$ cat src/kgr_defines.svh
// register offsets, reset values and timing constants for the keypad config bank
`ifndef KGR_DEFINES_SVH
`define KGR_DEFINES_SVH
`define KGR_ADDR_PORTS      8'h04
`define KGR_ADDR_REPEAT     8'h05
`define KGR_ADDR_SLEEP      8'h06
`define KGR_ADDR_DEBOUNCE   8'h02
`define KGR_RST_PORTS       8'hFE
`define KGR_RST_REPEAT      8'h00
`define KGR_RST_SLEEP       8'h07
`define KGR_RST_DEBOUNCE    8'hFF
`define KGR_RPT_EN_BIT      7
`define KGR_DELAY_STEP      8
`define KGR_RATE_STEP       4
`define KGR_DEB_MIN_MS      9
`define KGR_MS_NS           1000000
`define KGR_CLK_NS          10
`define KGR_MS_CYCLES       (`KGR_MS_NS / `KGR_CLK_NS)
`define KGR_SLEEP_MS_MAX    8192
`endif

$ cat src/kgr_pkg.sv
// types for the keypad config bank
package kgr_pkg;
    typedef enum logic [2:0] {
        KGR_IDLE  = 3'b001,
        KGR_DELAY = 3'b010,
        KGR_RPT   = 3'b100
    } kgr_state_t;
endpackage : kgr_pkg

$ cat src/kgr_regs.sv
// keypad port output, autorepeat and autosleep configuration registers
// Function
// port bits 7..2 pull their pin low when 0 and release it when 1.
// port bit 1 pulls the key interrupt pin low when 0 and releases it when 1.
// the port register resets to ones in bits 7..1 and zero in reserved bit 0.
// repeat bit 7 clear disables autorepeat; set, delay is (d3:d0+1)*8 debounce cycles.
// repeat interval is (d6:d4+1)*4 debounce cycles.
// the autorepeat register resets to zero.
// sleep code 0 is off, 1..5 give 8192..512 ms, 6 and 7 give 256 ms; reset is 7.
// one debounce cycle lasts the programmed debounce time, 9 to 40 ms.
// a column follows its port bit only while the port-enable field makes it an output.
// a held key repeats once after the delay, then every interval until release.
`timescale 1ns/1ps
`include "kgr_defines.svh"
module kgr_regs
    import kgr_pkg::*;
#(
    parameter int MS_CYCLES = `KGR_MS_CYCLES
) (
    input  wire logic       mclk_in,
    input  wire logic       reset_in,
    input  wire logic       wr_en_in,
    input  wire logic [7:0] addr_in,
    input  wire logic [7:0] wdata_in,
    input  wire logic       key_held_in,
    input  wire logic       key_key_event_irq_pin_gpo_in,
    input  wire logic       activity_in,
    output logic      [7:0] rdata_out,
    output logic      [7:2] spare_column_output_oe_out,
    output logic      [7:2] spare_column_output_gpo_out,
    output logic            key_event_irq_pin_oe_out,
    output logic            repeat_event_out,
    output logic            sleep_req_out
);
    logic [7:0] ports_r, ports_nxt, rpt_r, rpt_nxt, slp_r, slp_nxt, deb_r, deb_nxt;
    logic [7:0] rdata_nxt;
    logic [7:2] oe_r, oe_nxt, gpo_r, gpo_nxt;
    logic       irq_oe_r, irq_oe_nxt;
    logic [31:0] ms_cnt_r, ms_cnt_nxt;
    logic [5:0]  deb_ms_r, deb_ms_nxt;
    logic        tick;
    logic        ms_tick;
    kgr_state_t  st_r, st_nxt;
    logic [7:0]  dc_r, dc_nxt;
    logic        rpt_ev_r, rpt_ev_nxt;
    logic [13:0] slp_ms_r, slp_ms_nxt;
    logic [13:0] slp_lim;
    logic        slp_r_out, slp_out_nxt;
    logic [7:0]  delay_cyc, rate_cyc;

    always_comb begin
        ports_nxt = ports_r;
        rpt_nxt   = rpt_r;
        slp_nxt   = slp_r;
        deb_nxt   = deb_r;
        if (wr_en_in) begin
            case (addr_in)
                `KGR_ADDR_PORTS:    ports_nxt = {wdata_in[7:1], 1'b0};
                `KGR_ADDR_REPEAT:   rpt_nxt   = wdata_in;
                `KGR_ADDR_SLEEP:    slp_nxt   = {5'h00, wdata_in[2:0]};
                `KGR_ADDR_DEBOUNCE: deb_nxt   = wdata_in;
                default:            ;
            endcase
        end
        case (addr_in)
            `KGR_ADDR_PORTS:    rdata_nxt = ports_r;
            `KGR_ADDR_REPEAT:   rdata_nxt = rpt_r;
            `KGR_ADDR_SLEEP:    rdata_nxt = slp_r;
            `KGR_ADDR_DEBOUNCE: rdata_nxt = deb_r;
            default:            rdata_nxt = 8'h00;
        endcase
    end

    // column output enable from the port-enable field
    always_comb begin
        logic [2:0] n;
        n = 3'h0;
        case (deb_r[7:5])
            3'h0:    n = 3'h0;
            3'h1:    n = 3'h1;
            3'h2:    n = 3'h2;
            3'h3:    n = 3'h3;
            3'h4:    n = 3'h4;
            3'h5:    n = 3'h5;
            default: n = 3'h6;
        endcase
        for (int i = 2; i <= 7; i++) begin
            gpo_nxt[i] = (3'(8 - i) <= n);
            oe_nxt[i]  = gpo_nxt[i] && !ports_nxt[i];
        end
        irq_oe_nxt = key_key_event_irq_pin_gpo_in && !ports_nxt[1];
    end

    // debounce-cycle timebase
    assign ms_tick = (ms_cnt_r == 32'(MS_CYCLES - 1));
    assign tick    = ms_tick && (deb_ms_r >= 6'(`KGR_DEB_MIN_MS - 1) + {1'b0, deb_r[4:0]});
    always_comb begin
        ms_cnt_nxt = ms_tick ? 32'h0 : ms_cnt_r + 32'h1;
        deb_ms_nxt = deb_ms_r;
        if (ms_tick) begin
            deb_ms_nxt = tick ? 6'h00 : deb_ms_r + 6'h01;
        end
    end

    // autorepeat engine
    assign delay_cyc = 8'((rpt_r[3:0] + 5'h01) * `KGR_DELAY_STEP);
    assign rate_cyc  = 8'((rpt_r[6:4] + 4'h1) * `KGR_RATE_STEP);
    always_comb begin
        st_nxt     = st_r;
        dc_nxt     = dc_r;
        rpt_ev_nxt = 1'b0;
        case (st_r)
            KGR_IDLE: begin
                dc_nxt = 8'h00;
                if (key_held_in && rpt_r[`KGR_RPT_EN_BIT]) begin
                    st_nxt = KGR_DELAY;
                end
            end
            KGR_DELAY, KGR_RPT: begin
                if (!key_held_in || !rpt_r[`KGR_RPT_EN_BIT]) begin
                    st_nxt = KGR_IDLE;
                end else if (tick) begin
                    if (dc_r + 8'h01 >= ((st_r == KGR_DELAY) ? delay_cyc : rate_cyc)) begin
                        rpt_ev_nxt = 1'b1;
                        dc_nxt     = 8'h00;
                        st_nxt     = KGR_RPT;
                    end else begin
                        dc_nxt = dc_r + 8'h01;
                    end
                end
            end
            default: st_nxt = KGR_IDLE;
        endcase
    end

    // autosleep timeout
    always_comb begin
        case (slp_r[2:0])
            3'h1:    slp_lim = 14'(`KGR_SLEEP_MS_MAX);
            3'h2:    slp_lim = 14'(`KGR_SLEEP_MS_MAX / 2);
            3'h3:    slp_lim = 14'(`KGR_SLEEP_MS_MAX / 4);
            3'h4:    slp_lim = 14'(`KGR_SLEEP_MS_MAX / 8);
            3'h5:    slp_lim = 14'(`KGR_SLEEP_MS_MAX / 16);
            3'h0:    slp_lim = 14'h0000;
            default: slp_lim = 14'(`KGR_SLEEP_MS_MAX / 32);
        endcase
        slp_ms_nxt  = slp_ms_r;
        slp_out_nxt = 1'b0;
        if (activity_in || slp_lim == 14'h0000) begin
            slp_ms_nxt = 14'h0000;
        end else if (slp_ms_r >= slp_lim) begin
            slp_out_nxt = 1'b1;
        end else if (ms_tick) begin
            slp_ms_nxt = slp_ms_r + 14'h0001;
        end
    end

    always_ff @(posedge mclk_in or posedge reset_in) begin
        if (reset_in) begin
            ports_r   <= `KGR_RST_PORTS;
            rpt_r     <= `KGR_RST_REPEAT;
            slp_r     <= `KGR_RST_SLEEP;
            deb_r     <= `KGR_RST_DEBOUNCE;
            rdata_out <= 8'h00;
            oe_r      <= 6'h00;
            gpo_r     <= 6'h00;
            irq_oe_r  <= 1'b0;
            ms_cnt_r  <= 32'h0;
            deb_ms_r  <= 6'h00;
            st_r      <= KGR_IDLE;
            dc_r      <= 8'h00;
            rpt_ev_r  <= 1'b0;
            slp_ms_r  <= 14'h0000;
            slp_r_out <= 1'b0;
        end else begin
            ports_r   <= ports_nxt;
            rpt_r     <= rpt_nxt;
            slp_r     <= slp_nxt;
            deb_r     <= deb_nxt;
            rdata_out <= rdata_nxt;
            oe_r      <= oe_nxt;
            gpo_r     <= gpo_nxt;
            irq_oe_r  <= irq_oe_nxt;
            ms_cnt_r  <= ms_cnt_nxt;
            deb_ms_r  <= deb_ms_nxt;
            st_r      <= st_nxt;
            dc_r      <= dc_nxt;
            rpt_ev_r  <= rpt_ev_nxt;
            slp_ms_r  <= slp_ms_nxt;
            slp_r_out <= slp_out_nxt;
        end
    end

    assign spare_column_output_oe_out  = oe_r;
    assign spare_column_output_gpo_out = gpo_r;
    assign key_event_irq_pin_oe_out    = irq_oe_r;
    assign repeat_event_out            = rpt_ev_r;
    assign sleep_req_out               = slp_r_out;

    a_port_pull_low: assert property (@(posedge mclk_in) disable iff (reset_in)
        wr_en_in && addr_in == `KGR_ADDR_PORTS && !wdata_in[7] && deb_r[7:5] != 3'h0
        |=> oe_r[7]) else $error("port 7 not pulled low");
    a_irq_release: assert property (@(posedge mclk_in) disable iff (reset_in)
        ports_r[1] |-> !irq_oe_r) else $error("irq pin driven while released");
    a_port_rsvd: assert property (@(posedge mclk_in) disable iff (reset_in)
        !ports_r[0]) else $error("reserved port bit set");
    a_rpt_disabled: assert property (@(posedge mclk_in) disable iff (reset_in)
        !rpt_r[7] |=> !repeat_event_out) else $error("repeat while disabled");
    a_rpt_single: assert property (@(posedge mclk_in) disable iff (reset_in)
        repeat_event_out |=> !repeat_event_out) else $error("repeat not a pulse");
    a_rpt_state: assert property (@(posedge mclk_in) disable iff (reset_in)
        repeat_event_out |-> st_r == KGR_RPT) else $error("repeat outside repeat state");
    a_rpt_release: assert property (@(posedge mclk_in) disable iff (reset_in)
        !key_held_in |=> st_r == KGR_IDLE) else $error("repeat survives release");
    a_col_scan: assert property (@(posedge mclk_in) disable iff (reset_in)
        deb_r[7:5] == 3'h0 |=> oe_r == 6'h00) else $error("scan column driven");
    a_sleep_off: assert property (@(posedge mclk_in) disable iff (reset_in)
        slp_r[2:0] == 3'h0 |=> !sleep_req_out) else $error("sleep while off");
    a_rpt_reset: assert property (@(posedge mclk_in) disable iff (reset_in)
        $fell(reset_in) |-> rpt_r == 8'h00) else $error("repeat reg not reset");
    a_tick_ms: assert property (@(posedge mclk_in) disable iff (reset_in)
        tick |-> ms_tick) else $error("debounce tick off ms grid");
    c_rpt_event: cover property (@(posedge mclk_in) repeat_event_out);
    c_sleep: cover property (@(posedge mclk_in) sleep_req_out);
    c_pull_low: cover property (@(posedge mclk_in) oe_r[2]);
endmodule : kgr_regs

$ cat config.mk
export PLATFORM = sky130hd
export DESIGN_NAME = kgr_regs
export DESIGN_NICKNAME = d
export VERILOG_FILES = /design/src/kgr_pkg.sv /design/src/kgr_regs.sv
export VERILOG_INCLUDE_DIRS = /design/src /design/src/src
export SDC_FILE = /design/constraint.sdc
export NUM_CORES = 1
export LEC_CHECK = 0
export ABC_CLOCK_PERIOD_IN_PS = 3200
export BUFFER_PORTS_ARGS = -buffer_cell sky130_fd_sc_hd__buf_2
export CORE_MARGIN = 5
export CORE_UTILIZATION = 54
export CTS_CLUSTER_DIAMETER = 80
export CTS_CLUSTER_SIZE = 24
export DETAILED_ROUTE_END_ITERATION = 16
export PLACE_DENSITY = 0.82
export SLEW_MARGIN = 20
export SYNTH_ARGS = -nofsm -noshare
export SYNTH_HDL_FRONTEND = slang
export SYNTH_SLANG_ARGS = --single-unit
$ cat constraint.sdc
create_clock -name mclk_in -period 3.2 [get_ports mclk_in]
set_clock_uncertainty 0.2 [all_clocks]
set_input_delay 0.16 -clock mclk_in [delete_from_list [all_inputs] [get_ports mclk_in]]
set_output_delay 0.16 -clock mclk_in [all_outputs]
set_load 0.005 [all_outputs]
==> results.toml, run 1 <==
[worst_setup_path]
worst_setup_path_start_kind = "flip-flop"
crit_type = "reg2reg"
cp.required_ps = 3300
end_kind = "flip-flop"
cp_max_fo = 8
crit_arrival_ps = 3110

[global_routing]
antenna_found_initial = 0
grt_pass1_wl_um = 19800
grt_pass1_vias = 4341
gr-total-overflow = 0
grt_max_degree = 113
grt_usage_pct = 19.19

[synth]
synth-seq-cells = 112
yosysTopAreaCell = "dfrtp_1"
synth.net_count = 584
syn_area_um2 = 5595
synthTopCellsByArea = "dfrtp_1 42%, dfstp_2 8.9%, ha_1 6.0%"
synth_top_family_by_area = "simple AND/OR/NAND/NOR gates"
synth.avg_cell_area_um2 = 10.46
synth.area.mux_share_pct = 7.066
yosys-top-cells-count = "93 x dfrtp_1, 54 x nand2_1, 44 x nor2_1"
async_reset_ff_share_pct = 100.0
synth_cells = 535
yosysMostFrequentCell = "dfrtp_1"
synth_edf_count = 0
ys_seq_area_share_pct = 50.51
yosysWarnings = 0
synthAdderAreaFrac_pct = 6.038
synthDistinctLibCells = 46
synth_xor_area_share_pct = 7.670
synth-simple-area-share_pct = 20.48
yosys_most_used_dff = "dfrtp_1"
synth_top_area_share_pct = 41.59
synth_compound_area_share_pct = 6.306

[cells_and_area]
finalNonFillerCells = 743
antenna_cells = 0
fillers = 788
nets = 651
drive_above_1_share_pct = 21.09
area_growth_pct = 14.00

[placement]
place_hpwl_um = 8338
routabilityCongestion = 0.8250
dp_slack_ps = 231.4
port_buffers = 44
dp_cells = 713

[drt]
wirelength_um = 11530
detail_route.wl_per_cell_um = 15.52
viasPerCell = 5.635
drtPass1Iterations = 4
detail-route-antenna-nets = 0
drtIter0Drc = 201
vias = 4187
drc_errors = 0

[die]
die_h_um = 111.8
initial_core_util_pct = 54.69
dieWidth_um = 111.8
die_area_um2 = 12500
coreArea_um2 = 10230
placementRows = 37
io-pin-count = 45

[timing]
rsz0062_at_grt = "no"
period_share_pct = 94.06
fin_crit_ps = 3010
worst_slew_pin_slew_ps = 763.9
fmax_ghz = 0.3322
worst_slack_ps = 190.2
hold_viol = 0
finalSetupViolations = 0
slew_headroom_pct = 48.63
tns_ps = 0
report.final.slew_viol_count = 0

[worst_hold_path]
holdCritPathClass = "in2reg"

[power_and_ir_drop]
vdd_drop_max_uv = 256.1
power.leakage_nw = 2.978
cellPowerDensity_nw_per_um2 = 391.3
p_total_mw = 2.496

[cts]
cts_tree = "built"
cts_root_buffer = "clkbuf_8"
clkTransAtPathRegs_ps = 100
h-tree-depth = 3
cts_buffer_depth = 2
numCtsBuffers = 9
clock_sinks = 112
worst_skew_pair.late_latency_ps = 380

[run_status]
outcome = "finished, final reports clean"

[job]
maxCapViolations = 0
[cell usage in the layout (no fill, tap or decap), types with 2 or more instances in the layout]
| master | netlist | routed |
|---|---|---|
| nor4_1 | 5 | 4 |
| buf_2 | 2 | 44 |
| nand4_1 | 15 | 15 |
| a22oi_1 | 3 | 3 |
| or4_1 | 3 | 3 |
| clkinvlp_4 | 0 | 3 |
| dfstp_2 | 19 | 19 |
| o22ai_1 | 2 | 2 |
| o31ai_1 | 2 | 2 |
| a21oi_1 | 13 | 13 |
| nor2_1 | 44 | 44 |
| nor2b_1 | 7 | 7 |
| and3_1 | 12 | 12 |
| nor3_1 | 12 | 12 |
| a211oi_1 | 3 | 3 |
| ha_1 | 27 | 27 |
| nor4_2 | 2 | 3 |
| mux2_2 | 28 | 28 |
| nand2_1 | 54 | 54 |
| o21ai_0 | 23 | 23 |
| mux2i_1 | 8 | 8 |
| nand3b_1 | 3 | 3 |
| a21o_1 | 5 | 5 |
| nand2b_1 | 4 | 4 |
| or2_2 | 3 | 3 |
| or3_1 | 4 | 4 |
| clkbuf_8 | 0 | 9 |
| nand3_1 | 36 | 36 |
| buf_4 | 0 | 9 |
| dfrtp_1 | 93 | 93 |
| a31oi_1 | 2 | 2 |
| and2_1 | 9 | 9 |
| xnor2_1 | 27 | 27 |
| xor2_1 | 22 | 22 |
| and4_1 | 5 | 5 |
| dlygate4sd3_1 | 0 | 14 |
| inv_1 | 16 | 15 |
[through the flow]
| step | hold WS (ps) | util [%] | cell area [um2] |
|---|---|---|---|
| CTS | 18.86 | 62.35 | 6379 |
| global route | 52.27 | 62.35 | 6379 |
| detailed placement | 180.2 | 58.99 | 6036 |
| finish | 29.60 | 62.35 | 6379 |
| floorplan | 65.92 | - | 5599 |
| global placement | 169.8 | 58.99 | 6036 |
[worst paths after layout]
kind	start	end	slack, ps	cells after the start
hold reg to reg	deb_r[7]$_DFFE_PP1P_	spare_column_output_gpo_out[4]$_DFF_PP0_	240	0
setup reg to reg	slp_r[0]$_DFFE_PP1P_	slp_ms_r[13]$_DFFE_PP0P_	190	8
setup / recovery	slp_r[0]$_DFFE_PP1P_	slp_ms_r[13]$_DFFE_PP0P_	190	8
min in group asynchronous	reset_in	spare_column_output_oe_out[3]$_DFF_PP0_	230	4
hold / removal	activity_in	slp_ms_r[1]$_DFFE_PP0P_	30	3
max in group asynchronous	reset_in	sleep_req_out$_DFF_PP0_	2050	4
[area by class of cell]
cell class | count | area [um2] | area share, %
Sequential cell | 112 | 2826 | 44.31
Multi-Input combinational cell | 395 | 2668 | 41.82
Timing Repair Buffer | 68 | 447.9 | 7.022
Tap cell | 136 | 170.2 | 2.668
Clock buffer | 9 | 123.9 | 1.942
Clock inverter | 7 | 78.83 | 1.236
Inverter | 16 | 63.81 | 1.000
[cells by family (layout without fill, tap and decap cells)]
family | after synthesis | count (layout)
adder cells (fa/ha/maj) | 27 | 27
AO/OA/AOI/OAI | 59 | 59
AND/OR/NAND/NOR | 224 | 224
buffers and inverters | 28 | 100
XOR/XNOR | 49 | 49
multiplexers | 36 | 36
flip-flops | 112 | 112
[worst max-delay path, stage by stage (launching register included)]
cell and delay (ps):
dfstp_2 610, or3b_2 460, ha_1 320, and4_1 200
and2_1 150, a211oi_1 290, nand3_1 170, or3_1 380
a21oi_1 160
[sequential cells by signal (all words and copies together) (netlist names)]
signal                       count
dc_r                             8
deb_ms_r                         6
deb_r                            8
key_event_irq_pin_oe_out         1
ms_cnt_r                        32
ports_r                          7
rdata_out                        8
repeat_event_out                 1
rpt_r                            8
sleep_req_out                    1
slp_ms_r                        14
slp_r                            3
spare_column_output_gpo_out      6
spare_column_output_oe_out       6
st_r                             3
[metal layers]
metal / vias up / part of all wire (%) / track usage (%)
met5: - / 0 / 0
met4: 0 / 3.2 / 9.813
met3: 33 / 3.3 / 2.120
met2: 90 / 51 / 33.09
met1: 2058 / 42 / 23.82
li1: 2006 / - / -
[where the power goes]
part           total, mW  internal [mW]  switching [mW]
sequential          1.47           1.45          0.0229
clock              0.863          0.370           0.493
combinational      0.160         0.0706          0.0896
total               2.50           1.89           0.605
[repair_timing]
| item | 4_1_cts | 5_1_grt |
|---|---|---|
| hold endpoints to repair | 131 | 0 |
| buffers inserted | 0 | 0 |
| resized for setup | 0 | 0 |
| hold buffers | 14 | 0 |
(Power assumes the default switching activity.)
==> inputs of run 2 (changes only) <==
Settings changed: HOLD_SLACK_MARGIN set to 0.15.
==> run 2 against run 1 <==
Effect of this change:
- flip-flop and latch count did not move
- routed wire length rose by 5.9%
- cell area rose by 1.3%
- register-to-register slack barely moved
- power rose by 0.53%
- maximum frequency barely moved
- die area did not move
- non-clock buffer count rose by 8
- sequential share of layout area fell by 0.55 points
- first-iteration DRC count rose by 21%
- critical path depth did not move
- clock-buffer cell count did not move
==> results.toml, run 2 (same netlist as run 1, synthesis figures left out) <==
[cts]
h-tree-depth = 3
cts_resized = 0
numCtsBuffers = 9
hold_buffers = 22
cts_tree = "built"
clock_sinks = 112
cts_root_buffer = "clkbuf_8"
clkTransAtPathRegs_ps = 110
cts_buffer_depth = 2
post-cts-setup-buffers = 0
worst_skew_pair.late_latency_ps = 380

[die]
dieWidth_um = 111.8
coreArea_um2 = 10230
io-pin-count = 45
placementRows = 37
die_area_um2 = 12500
initial_core_util_pct = 54.69
die_h_um = 111.8

[cells_and_area]
top_register = "ms_cnt_r"
antenna_cells = 0
largest_reg_flops = 32
nets = 659
area_growth_pct = 15.43
drive_above_1_share_pct = 20.81
fin_util_pct = 63.13
reg_top3 = "ms_cnt_r x32, slp_ms_r x14"
layout_commonest_cell = "dfrtp_1"
layout_common_cells = "93 x dfrtp_1, 54 x nand2_1, 44 x nor2_1, 44 x buf_2, 36 x nand3_1"

[worst_hold_path]
holdCritPathClass = "reg2reg"
min_path_cells = 0

[run_status]
outcome = "finished, final reports clean"

[global_routing]
grt_max_degree = 113
grt_pass1_wl_um = 20640
antenna_found_initial = 0
gr-total-overflow = 0
grt_pass1_vias = 4379
grt_usage_pct = 20.22

[worst_setup_path]
crit_end = "slp_ms_r[13]$_DFFE_PP0P_"
reg2regPathDepth = 8
cp_max_fo = 8
cp.required_ps = 3310
critPathLaunch = "slp_r[0]$_DFFE_PP1P_"
worstReg2RegStart = "slp_r[0]$_DFFE_PP1P_"
regToRegSetupSlack_ps = 190
crit_type = "reg2reg"
r2r_end = "slp_ms_r[13]$_DFFE_PP0P_"
worst_setup_path_start_kind = "flip-flop"
end_kind = "flip-flop"
crit_arrival_ps = 3120

[timing]
slew_headroom_pct = 48.17
report.final.slew_viol_count = 0
tns_ps = 0
fmax_ghz = 0.3325
rsz0062_at_grt = "no"
worst_slew_pin_slew_ps = 770.9
period_share_pct = 93.97
hold_viol = 0
finalSetupViolations = 0
fin_crit_ps = 3007

[drt]
vias = 4262
drtIter0Drc = 244
viasPerCell = 5.675
detail_route.wl_per_cell_um = 16.26
drc_errors = 0
drtPass1Iterations = 5
wirelength_um = 12210
detail-route-antenna-nets = 0

[power_and_ir_drop]
cellPowerDensity_nw_per_um2 = 388.5
power.leakage_nw = 3.020
vdd_drop_max_uv = 255.7

[job]
maxCapViolations = 0

[placement]
place_hpwl_um = 8338
port_buffers = 44
routabilityCongestion = 0.8250
==> run 2: changes by cell type in the layout (fill, tap and decap cells not counted) <==
cell and delta:
dlygate4sd3_1 +8
==> run 2: worst min-delay path by stage <==
stage                            startpoint                                       end  slack, ps
6_report               deb_r[7]$_DFFE_PP1P_  spare_column_output_gpo_out[4]$_DFF_PP0_        240
5_1_grt                deb_r[7]$_DFFE_PP1P_  spare_column_output_gpo_out[4]$_DFF_PP0_        250
4_1_cts                          addr_in[5]                    rdata_out[1]$_DFF_PP0_        230
3_5_place_dp                       reset_in   spare_column_output_oe_out[5]$_DFF_PP0_        180
3_3_place_gp                       reset_in  spare_column_output_gpo_out[3]$_DFF_PP0_        170
2_1_floorplan  key_key_event_irq_pin_gpo_in        key_event_irq_pin_oe_out$_DFF_PP0_         70
==> run 2: layer usage <==
layer / track usage (%) / vias to the layer above / share of wire (%)
met1: 25.15 / 2082 / 42
met4: 10.95 / 0 / 3.7
met2: 34.45 / 117 / 51
li1: - / 2021 / -
met3: 2.283 / 42 / 3.7
met5: 0 / - / 0
==> run 2: cell type report <==
class                           count  area [um2]
Sequential cell                   112        2826
Clock buffer                        9       123.9
Tap cell                          136       170.2
Fill cell                         774        3772
Timing Repair Buffer               76       528.0
Clock inverter                      7       78.83
Multi-Input combinational cell    395        2668
Inverter                           16       63.81
==> run 2: worst max-delay path, stage by stage (launching register included) <==
cell and delay, ps:
dfstp_2 610, or3b_2 460, ha_1 320, and4_1 200, and2_1 150, a211oi_1 290
nand3_1 170, or3_1 370, a21oi_1 160
==> run 2: power breakdown <==
part	total, mW	internal, mW	switching [mW]
clock network	0.863	0.370	0.493
registers	1.47	1.45	0.0236
logic	0.173	0.0771	0.0955
total	2.51	1.90	0.612
==> run 2: through the flow <==
step	worst slack (ps)	area (um2)	hold slack [ps]	cells	total power, mW
4_1_cts	212.1	6459	227.8	751	2.530
6_report	192.8	6459	244.0	751	2.509
2_1_floorplan	194.8	5599	65.92	535	1.584
3_5_place_dp	231.4	6036	180.2	713	1.649
5_1_grt	52.95	6459	251.3	751	2.607
3_3_place_gp	336.8	6036	169.8	713	1.638
